--- config.mk ---
export PLATFORM = sky130hd
export DESIGN_NAME = dev12_range_decoder
export DESIGN_NICKNAME = d
export VERILOG_FILES = /design/src/hdl/range_decode_pkg.sv /design/src/hdl/range_match_if.sv /design/src/hdl/dev12_range_decoder.sv /design/src/hdl/range_match.sv
export VERILOG_INCLUDE_DIRS = /design/src /design/src/hdl
export SDC_FILE = /design/constraint.sdc
export NUM_CORES = 1
export LEC_CHECK = 0
export BUFFER_PORTS_ARGS = -buffer_cell sky130_fd_sc_hd__buf_2
export CORE_UTILIZATION = 30
export DETAILED_ROUTE_END_ITERATION = 8
export PLACE_DENSITY = 0.61
export SETUP_SLACK_MARGIN = 0.1
export SLEW_MARGIN = 20
export SYNTH_ARGS = -nofsm -noshare
export SYNTH_HDL_FRONTEND = slang
export SYNTH_SLANG_ARGS = --single-unit
export TNS_END_PERCENT = 30
--- constraint.sdc ---
create_clock -name i_clk -period 5 [get_ports i_clk]
set_input_delay 0.25 -clock i_clk [delete_from_list [all_inputs] [get_ports i_clk]]
set_output_delay 0.25 -clock i_clk [all_outputs]
set_load 0.01 [all_outputs]
--- src/hdl/range_decode_cfg.svh ---
`ifndef RANGE_DECODE_CFG_SVH
`define RANGE_DECODE_CFG_SVH

// Configuration-space byte offsets of the two decode registers
`define RD_IO_CFG_OFS    8'h68
`define RD_MEM_CFG_OFS   8'h6C

// Bits that software may change; reserved bits stay zero
`define RD_IO_WR_MASK    32'h001F_FFFF
`define RD_MEM_WR_MASK   32'hFFFF_80FF

// Reset values
`define RD_IO_RESET      24'h00_0000
`define RD_MEM_RESET     32'h0000_0000
`define RD_RDATA_RESET   32'h0000_0000

// Compare widths: I/O base spans AD[15:0], memory base spans AD[31:15]
`define RD_IO_BASE_W     16
`define RD_IO_MASK_W     4
`define RD_MEM_BASE_W    17
`define RD_MEM_MASK_W    7
`define RD_MEM_LSB       15

`endif

--- src/hdl/range_decode_pkg.sv ---
package range_decode_pkg;

  typedef struct packed {
    logic [2:0]  rsvd;
    logic        io_monitor_enable;
    logic [3:0]  io_range_mask;
    logic [15:0] io_range_base;
  } io_range_decode_cfg_t;

  typedef struct packed {
    logic [16:0] mem_range_base;
    logic [6:0]  rsvd;
    logic        mem_monitor_enable;
    logic [6:0]  mem_range_mask;
  } mem_range_decode_cfg_t;

endpackage : range_decode_pkg

--- src/hdl/range_match_if.sv ---
`timescale 1ns/1ns
interface range_match_if #(parameter int BW = 16, parameter int MW = 4);
  logic          enable;
  logic [BW-1:0] base;
  logic [BW-1:0] addr;
  logic [MW-1:0] mask;
  logic          hit;

  modport cmp  (input enable, base, addr, mask, output hit);
  modport user (output enable, base, addr, mask, input hit);
endinterface : range_match_if
--- src/hdl/dev12_range_decoder.sv ---
// Summary of operation
// - I/O enable bit 20 gates I/O compare
// - I/O hit acts only with forward/trap enable
// - I/O mask bits 19:16 map to AD[3:0]
// - Mask one excludes bit; zero must match
// - I/O base bits 15:0 compare AD[15:0]
// - Non-contiguous I/O masks give split ranges
// - Memory base bits 31:15 compare AD[31:15]
// - Memory mask bits 6:0 map AD[21:15]
// - Memory enable bit 7 gates memory compare
// - Memory hit acts only with forward/trap enable
// - Non-contiguous memory masks give split ranges
`timescale 1ns/1ns
`include "range_decode_cfg.svh"
module dev12_range_decoder (
  input  wire logic        i_clk,
  input  wire logic        i_rst_b,
  input  wire logic        i_cfg_wr,
  input  wire logic        i_cfg_rd,
  input  wire logic [7:0]  i_cfg_addr,
  input  wire logic [3:0]  i_cfg_be,
  input  wire logic [31:0] i_cfg_wdata,
  input  wire logic        i_cyc_valid,
  input  wire logic        i_cyc_is_io,
  input  wire logic        i_cyc_is_mem,
  input  wire logic [31:0] i_cyc_addr,
  input  wire logic        i_eio_fwd_en,
  input  wire logic        i_trap_en,
  output logic      [31:0] o_cfg_rdata,
  output logic             o_cfg_ack,
  output logic             o_io_hit,
  output logic             o_io_fwd,
  output logic             o_io_trap,
  output logic             o_mem_hit,
  output logic             o_mem_fwd,
  output logic             o_mem_trap
);

  logic                                  rst_meta_reg;
  logic                                  rst_sync_reg;
  range_decode_pkg::io_range_decode_cfg_t  io_cfg_reg;
  range_decode_pkg::io_range_decode_cfg_t  io_cfg_next;
  range_decode_pkg::mem_range_decode_cfg_t mem_cfg_reg;
  range_decode_pkg::mem_range_decode_cfg_t mem_cfg_next;

  // Reset release through two flops; assertion stays asynchronous
  always_ff @(posedge i_clk or negedge i_rst_b)
  begin
    if (!i_rst_b)
    begin
      rst_meta_reg <= 1'b0;
      rst_sync_reg <= 1'b0;
    end
    else
    begin
      rst_meta_reg <= 1'b1;
      rst_sync_reg <= rst_meta_reg;
    end
  end

  wire rst_b = rst_sync_reg;

  // Configuration access decode
  wire        sel_io    = (i_cfg_addr[7:2] == 6'(`RD_IO_CFG_OFS  >> 2));
  wire        sel_mem   = (i_cfg_addr[7:2] == 6'(`RD_MEM_CFG_OFS >> 2));
  wire [31:0] be_bits   = {{8{i_cfg_be[3]}}, {8{i_cfg_be[2]}},
                           {8{i_cfg_be[1]}}, {8{i_cfg_be[0]}}};
  wire [31:0] io_wmask  = be_bits & `RD_IO_WR_MASK;
  wire [31:0] mem_wmask = be_bits & `RD_MEM_WR_MASK;
  wire [31:0] io_cur    = {8'h00, io_cfg_reg};
  wire [31:0] io_merged = (io_cur & ~io_wmask) | (i_cfg_wdata & io_wmask);
  wire [31:0] mem_merged = (mem_cfg_reg & ~mem_wmask)
                         | (i_cfg_wdata & mem_wmask);

  // Write masks keep reserved bits at zero
  assign io_cfg_next  = (i_cfg_wr && sel_io) ? io_merged[23:0]
                                             : io_cfg_reg;
  assign mem_cfg_next = (i_cfg_wr && sel_mem) ? mem_merged
                                              : mem_cfg_reg;

  // Unmapped offsets read as zero; a read in a write cycle sees old data
  wire [31:0] rd_sel = sel_io  ? io_cur :
                       sel_mem ? mem_cfg_reg : 32'h0000_0000;
  wire [31:0] rdata_next = i_cfg_rd ? rd_sel : o_cfg_rdata;

  always_ff @(posedge i_clk or negedge rst_b)
  begin
    if (!rst_b)
    begin
      io_cfg_reg  <= `RD_IO_RESET;
      mem_cfg_reg <= `RD_MEM_RESET;
      o_cfg_rdata <= `RD_RDATA_RESET;
      o_cfg_ack   <= 1'b0;
    end
    else
    begin
      io_cfg_reg  <= io_cfg_next;
      mem_cfg_reg <= mem_cfg_next;
      o_cfg_rdata <= rdata_next;
      o_cfg_ack   <= i_cfg_rd;
    end
  end

  // Address compares; I/O upper address bits are taken as zero, not checked
  range_match_if #(.BW(`RD_IO_BASE_W),  .MW(`RD_IO_MASK_W))  io_if ();
  range_match_if #(.BW(`RD_MEM_BASE_W), .MW(`RD_MEM_MASK_W)) mem_if ();

  assign io_if.enable = i_cyc_valid && i_cyc_is_io
                     && io_cfg_reg.io_monitor_enable;
  assign io_if.base   = io_cfg_reg.io_range_base;
  assign io_if.addr   = i_cyc_addr[15:0];
  assign io_if.mask   = io_cfg_reg.io_range_mask;

  assign mem_if.enable = i_cyc_valid && i_cyc_is_mem
                      && mem_cfg_reg.mem_monitor_enable;
  assign mem_if.base   = mem_cfg_reg.mem_range_base;
  assign mem_if.addr   = i_cyc_addr[31:`RD_MEM_LSB];
  assign mem_if.mask   = mem_cfg_reg.mem_range_mask;

  range_match #(.BW(`RD_IO_BASE_W), .MW(`RD_IO_MASK_W)) u_io_match (
    .m (io_if.cmp)
  );

  range_match #(.BW(`RD_MEM_BASE_W), .MW(`RD_MEM_MASK_W)) u_mem_match (
    .m (mem_if.cmp)
  );

  // Each enable gates only its own function
  wire io_fwd_next   = io_if.hit  && i_eio_fwd_en;
  wire io_trap_next  = io_if.hit  && i_trap_en;
  wire mem_fwd_next  = mem_if.hit && i_eio_fwd_en;
  wire mem_trap_next = mem_if.hit && i_trap_en;

  always_ff @(posedge i_clk or negedge rst_b)
  begin
    if (!rst_b)
    begin
      o_io_hit   <= 1'b0;
      o_io_fwd   <= 1'b0;
      o_io_trap  <= 1'b0;
      o_mem_hit  <= 1'b0;
      o_mem_fwd  <= 1'b0;
      o_mem_trap <= 1'b0;
    end
    else
    begin
      o_io_hit   <= io_if.hit;
      o_io_fwd   <= io_fwd_next;
      o_io_trap  <= io_trap_next;
      o_mem_hit  <= mem_if.hit;
      o_mem_fwd  <= mem_fwd_next;
      o_mem_trap <= mem_trap_next;
    end
  end

  wire io_cyc  = i_cyc_valid && i_cyc_is_io;
  wire mem_cyc = i_cyc_valid && i_cyc_is_mem;
  wire io_en   = io_cfg_reg.io_monitor_enable;
  wire mem_en  = mem_cfg_reg.mem_monitor_enable;
  wire [15:0] io_b  = io_cfg_reg.io_range_base;
  wire [3:0]  io_m  = io_cfg_reg.io_range_mask;
  wire [16:0] mem_b = mem_cfg_reg.mem_range_base;
  wire [6:0]  mem_m = mem_cfg_reg.mem_range_mask;
endmodule : dev12_range_decoder

--- src/hdl/range_match.sv ---
`timescale 1ns/1ns
module range_match #(
  parameter int BW = 16,
  parameter int MW = 4
) (
  range_match_if.cmp m
);

  // Mask bits cover only the low end of the span; upper base bits always count
  wire [BW-1:0] ignore_bits = {{(BW-MW){1'b0}}, m.mask};
  wire [BW-1:0] diff_bits   = (m.addr ^ m.base) & ~ignore_bits;

  assign m.hit = m.enable && (diff_bits == {BW{1'b0}});

endmodule : range_match

==> results of run 1 <==
cells in the final DEF, fill, tap and decap left out, types with 2 or more instances in the layout:
master       n
nor2_2       2
clkbuf_16    9
o2bb2ai_1   14
nand3_2      3
nor2_1       7
mux2_2      45
a22o_1      18
o22ai_1      4
dfrtp_1     86
nor3_1       2
and3_1       2
bufinv_16    2
buf_2      121
nand4_1      3
xnor2_1     23
nand3_1      4
xor2_1      10
nor4_1       4
inv_1        2
nand2_1      6
mux2i_1     14
metrics by stage:
stage	instances	instance area [sq um]	utilization, %
2_1_floorplan	268	3720	-
3_3_place_gp	549	4510	37.4
3_5_place_dp	549	4510	37.4
4_1_cts	566	4850	40.2
5_1_grt	567	4850	40.2
6_report	567	4850	40.2
cells by family (layout without fill, tap and decap cells):
group	count (synthesis)	in the layout	synth area share (%)
buf+inv	12	142	1.34
xor+xnor	33	33	7.76
other cells	1	2	0.101
simple gates	37	37	6.01
flops	87	87	58.5
mux	60	60	17.7
compound gates	38	38	8.64
power groups by stage:
stage                     logic, mW  clock network, mW  registers (mW)
final                         0.149              0.721           0.772
after global routing          0.164              0.774           0.778
after CTS                     0.153              0.739           0.773
after detailed placement      0.151                  0           0.786
after global placement        0.147                  0           0.784
after floorplan              0.0818                  0           0.781
final cells by class:
class / count / area [sq um] / area share, %
sequential: 87 / 2180 / 45.0
multi-input combinational: 169 / 1500 / 30.9
timing repair buffer: 123 / 623 / 12.9
clock buffer: 11 / 243 / 5.01
tap: 168 / 210 / 4.34
clock inverter: 5 / 81.3 / 1.68
inverter: 3 / 11.3 / 0.232
antenna: 1 / 2.50 / 0.0516
worst paths after layout:
| check | slack (ps) | endpoint | depth (start not counted) | startpoint |
|---|---|---|---|---|
| worst min-delay path | 70 | o_cfg_ack | 1 | i_cfg_rd |
| min in group asynchronous | 230 | rst_b | 2 | i_rst_b |
| max in group asynchronous | 3680 | asynchronous set/reset pin | 1 | rst_b |
| worst max register to register | 3260 | o_io_trap | 4 | register |
| worst min register to register | 290 | asynchronous set/reset pin | 0 | rst_b |
| worst max-delay path | 2960 | o_cfg_rdata[24] | 5 | i_cfg_addr[4] |
routing by layer:
| metal | up-vias | GRT usage [%] |
|---|---|---|
| li1 | 1224 | - |
| met1 | 1278 | 21.7 |
| met2 | 84 | 24.8 |
| met3 | 8 | 4.04 |
| met4 | 0 | 5.26 |
| met5 | - | 0 |
timing repair:
action / CTS / global route
hold endpoints to repair: 2 / 0
setup buffers: 0 / 0
hold buffers: 1 / 0
==> summary.md, run 1 <==
| Metric | Value |
|---|---|
| Fin crit share | `40.8%` |
| Synthesized area per cell | `13.9 sq um` |
| Rel. slew slack | `45.7%` |
| Area of the mapped netlist | `3720 sq um` |
| EDFF count, synth | `0` |
| Critical Path Fanout Max | `16` |
| Met2 WL | `4430 um` |
| Clk Latency, worst-skew pair | `330 ps` |
| Drt pass-1 iters | `4` |
| Fraction of layout cells with a size suffix above 1 | `48.0%` |
| Status | `complete, no violations` |
| Sequential share of the synthesized area | `58.5%` |
| Slowest-stage cell, CP | `nor2_1` |
| Count of cell types in the netlist | `29` |
| Overflow after GRT | `0` |
| Hold Path Class | `primary input to register` |
| DRT Wirelength | `9620 um` |
| Area share of the largest cell type after synthesis | `58.5%` |
| TritonCTS clock tree | `built` |
| Clock root buffer | `clkbuf_16` |
| Vias in the first global route | `2,699` |
| Final setup fails | `0` |
| Post-Syn Instances | `268` |
| First-pass GRT wire length | `15,200 um` |
| Logic pwr share | `9.1%` |
| CP Cell Sequence | `buf_2, and4bb_1, nand3_1, nor2_1, a22o_1` |
| Area delta synth->final | `30.2%` |
| Die width | `113 um` |
| Total global-route track usage | `15.9%` |
| Fill cells | `1,167` |
| Worst Skew | `7.76 ps` |
| Buf/Inv on CP | `1` |
| Hold Fails Final Rpt | `0` |
| Tmin final | `2040 ps` |
| Pwr Density | `339 nW/um^2` |
| Final-report max-slew violation count | `0` |
| Largest net degree at the start of global routing | `50` |
| DR WL met3 | `504 um` |
| Crit start category | `primary input` |
| Seq pwr share | `47.0%` |
| Synth warnings | `0` |
| DPL Wire Length | `7200 um` |
| Top cells by count, synth | `87 x dfrtp_1, 45 x mux2_2, 23 x xnor2_1` |
| CTS resizes | `0` |
| Least-Margin Pin Slew | `812 ps` |
| Port buffer count | `121` |
| Wire length per cell | `17.0 um` |
| DRC errors left | `0` |
| Core Footprint | `12,100 sq um` |
| Max cap viols | `0` |
| Async S/R FF share, synth | `100%` |
| Die area | `12,900 sq um` |
| Final worst setup slack | `2960 ps` |
| RSZ-0062 raised after global routing | `no` |
| Sw Share | `22.8%` |
| Clock Power Share | `43.9%` |
| Design Power | `1.64 mW` |
| Maximum clock insertion buffer count | `2` |
| Top FF cell, synth | `dfrtp_1` |
| Static leakage | `2.46 nW` |
| Most common cell in the synthesized netlist | `dfrtp_1` |
| Final Wtd Congestion | `0.742` |
| Fin Hold WS | `68.6 ps` |
| DIE HEIGHT | `113 um` |
| Synth area leaders | `dfrtp_1 58%, mux2_2 14%, xnor2_1 5.4%, a22o_1 4.2%, mux2i_1 3.8%` |
| Initial antenna violation count | `1` |
| CP arrival | `2310 ps` |
| Psw | `0.374 mW` |
| H-Tree Depth | `3` |
| Final total negative setup slack | `0 ps` |
| Syn_nets | `353` |
| Row Count | `40` |
| Worst EP required | `5270 ps` |
| Starting DRT DRC Count | `64` |
| Crit-path max cell delay | `870 ps` |
| Top Family by Delay on Critical Path | `simple AND/OR/NAND/NOR gates` |
| DRT met1 WL | `4590 um` |
| Starting density of the core | `30.9%` |
| Fmax | `0.490 GHz` |
| Pint | `1.27 mW` |
| Antenna-violating nets left | `0` |
| Vias per cell | `4.57` |
| Crit end category | `register` |
| Nets | `478` |
| Clock slew at reported path FFs | `60 ps` |
| Post-Place Worst Slack | `2590 ps` |
| CTS Sinks | `87` |
| Yosys reg bits | `87` |
| Leading area contributor after synthesis | `dfrtp_1` |
| Ports | `124` |
| Vias | `2,594` |
| CTS Buf Count | `9` |
| Top routing layer used | `met4` |
| Max VDD drop | `0.184 mV` |
| Critical path type | `primary input to register` |
No activity file was read; power rests on OpenSTA's default activity.
==> inputs of run 2 (changes only) <==
- PLACE_DENSITY: 0.61 -> 0.63
- clock period: 5 -> 1.85 ns (I/O delays scaled with it)
==> run 2 against run 1 <==
  * Final area rose by 7.9%
  * Via count is 7.7% higher
  * Final cell count is 6.3% higher
  * Clock skew fell by 3.6 ps
  * Die area did not move
  * Sequential power rose to 2.7 times the previous value
  * Worst hold slack lost 59 ps
  * Non-clock buffer count rose by 38
  * Flip-flop and latch count did not move
  * Clock-buffer cell count up 1
  * Combinational power grew to 3.2 times the previous value
  * Largest power group unchanged
  * Highest routed layer unchanged
==> summary.md, run 2 (same netlist as run 1, synthesis figures left out) <==
| Metric | Value |
|---|---|
| Status | `complete, no violations` |
| DIE HEIGHT | `113 um (unchanged)` |
| Fill cells | `1,140 (-2.3%)` |
| Fraction of layout cells with a size suffix above 1 | `47.6% (-0.40 points)` |
| H-Tree Depth | `3 (unchanged)` |
| Fmax | `0.598 GHz` |
| Nets | `516 (+7.9%)` |
| Drt pass-1 iters | `4 (unchanged)` |
| Overflow after GRT | `0 (unchanged)` |
| Critical path type | `register to register` |
| Layout Utilization | `43.4% (+3.2 points)` |
| Hold Fails Final Rpt | `0 (unchanged)` |
| TritonCTS clock tree | `built` |
| Worst EP required | `2090 ps (-3180 ps)` |
| CTS Sinks | `87 (unchanged)` |
| Die width | `113 um (unchanged)` |
| Hold Path Class | `primary input to register` |
| Crit end category | `register` |
| CTS Buf Count | `9 (unchanged)` |
| Area delta synth->final | `40.6%` |
| Starting density of the core | `30.9% (unchanged)` |
| Wire length per cell | `17.4 um (+2.3%)` |
| Row Count | `40 (unchanged)` |
| DPL Wire Length | `7570 um (+5.1%)` |
| DRC errors left | `0 (unchanged)` |
| Design Power | `4.26 mW (+160%)` |
| Fin crit share | `90.4%` |
| Post-Place Worst Slack | `87.6 ps (-2500 ps)` |
| Vias | `2,794 (+7.7%)` |
| Ant diodes | `0 (-1)` |
| Max VDD drop | `0.490 mV (+170%)` |
| CP arrival | `1910 ps (-400 ps)` |
| Pwr Density | `813 nW/um^2 (+140%)` |
| Clk Latency, worst-skew pair | `340 ps (about the same)` |
| Tmin final | `1670 ps` |
| Clock root buffer | `clkbuf_16` |
| Commonest non-fill, non-tap cell in the layout | `buf_2` |
| Largest net degree at the start of global routing | `49 (-2.0%)` |
| Final total negative setup slack | `0 ps (unchanged)` |
| Total global-route track usage | `17.1% (+1.1 points)` |
| FF+latch area | `2180 sq um (unchanged)` |
| Vias in the first global route | `3,034 (+12%)` |
| Final Cell Area | `5230 sq um (+7.9%)` |
| Final Wtd Congestion | `0.720 (-3.0%)` |
| Critical Path Fanout Max | `3 (-13)` |
| WHS Path Cells | `2 (+1)` |
| DRT Wirelength | `10,500 um (+8.8%)` |
| Starting DRT DRC Count | `85 (+33%)` |
| Final worst setup slack | `178 ps (-2780 ps)` |
| R2r endpoint | `o_mem_fwd` |
| Worst R2R Path Depth | `4 (unchanged)` |
| Die area | `12,900 sq um (unchanged)` |
| Port buffer count | `121 (unchanged)` |
| Fin Hold WS | `9.30 ps (-59.3 ps)` |
| Placement-stage cell area | `4590 sq um (+1.8%)` |
| Worst Hold Launch | `i_cfg_wdata[5]` |
| Worst Skew | `4.20 ps (-3.56 ps)` |
| Crit start category | `register` |
| RSZ-0062 raised after global routing | `yes` |
| Maximum clock insertion buffer count | `2 (unchanged)` |
| Most frequent cells in the layout | `121 x buf_2, 86 x dfrtp_1, 45 x mux2_2` |
| Multi-input logic area | `1570 sq um (+4.6%)` |
| Vias per cell | `4.63 (+1.3%)` |
| Max cap viols | `0 (unchanged)` |
| Static leakage | `2.67 nW (+8.5%)` |
| Antenna-violating nets left | `0 (unchanged)` |
| Ports | `124 (unchanged)` |
| Final-report max-slew violation count | `0 (unchanged)` |
| Initial antenna violation count | `0 (-1)` |
| Final Instance Count excl. Fillers | `603 (+6.3%)` |
| First-pass GRT wire length | `16,200 um (+6.5%)` |
| Clock slew at reported path FFs | `60 ps (about the same)` |
| Placed cells | `558 (+1.6%)` |
| Core Footprint | `12,100 sq um (unchanged)` |
| R2R setup slack | `180 ps (-3080 ps)` |
| Final setup fails | `0 (unchanged)` |
-- run 2: cell types whose count changed in the layout (fill, tap and decap cells not counted), sizes merged --
cell | previous run | this run
clkinv | 2 | 3
clkinvlp | 1 | 0
buf | 122 | 132
clkbuf | 11 | 12
dlygate4sd3 | 1 | 29
bufinv | 2 | 0
diode | 1 | 0
-- run 2: how the worst max path moves through the flow --
stage,to,cells after the start
6_report,o_mem_fwd,4
5_1_grt,o_io_trap,4
4_1_cts,o_io_fwd,4
3_5_place_dp,o_mem_fwd,4
3_3_place_gp,o_mem_trap,4
2_1_floorplan,o_mem_fwd,4
-- run 2: layout make-up --
class | instances | area share, %
clock inverters | 3 | 0.359
well taps | 168 | 4.02
clock buffers | 12 | 4.90
flip-flops and latches | 87 | 41.7
repair buffers | 161 | 18.9
inverters | 3 | 0.215
multi-input cells | 169 | 29.9
-- run 2: worst max-delay path: stages, from the launching register on --
cell and delay, ps:
dfrtp_1 420, xnor2_2 210, o22ai_1 100, or4_4 550
nor4_2 300
-- run 2: routing by layer --
metal  up-vias  track usage [%]  routed length [um]
met5         -                0                   0
met4         0             4.21                  59
met3         4             6.00                 685
met2        80             28.3                5230
met1      1412             21.3                4490
li1       1298                -                   -
-- run 2: where the power goes --
part / internal, mW / total (mW) / switching (mW)
combinational: 0.269 / 0.484 / 0.215
sequential: 1.99 / 2.08 / 0.0850
clock: 0.974 / 1.70 / 0.723
-- run 2: repair_timing --
item | CTS | global route
buffers inserted | 0 | 1
setup endpoints to repair | 1 | 5
pin swaps | 0 | 2
hold buffers | 29 | 0
gates cloned | 0 | 0
hold endpoints to repair | 35 | 0
gates resized for setup | 2 | 8
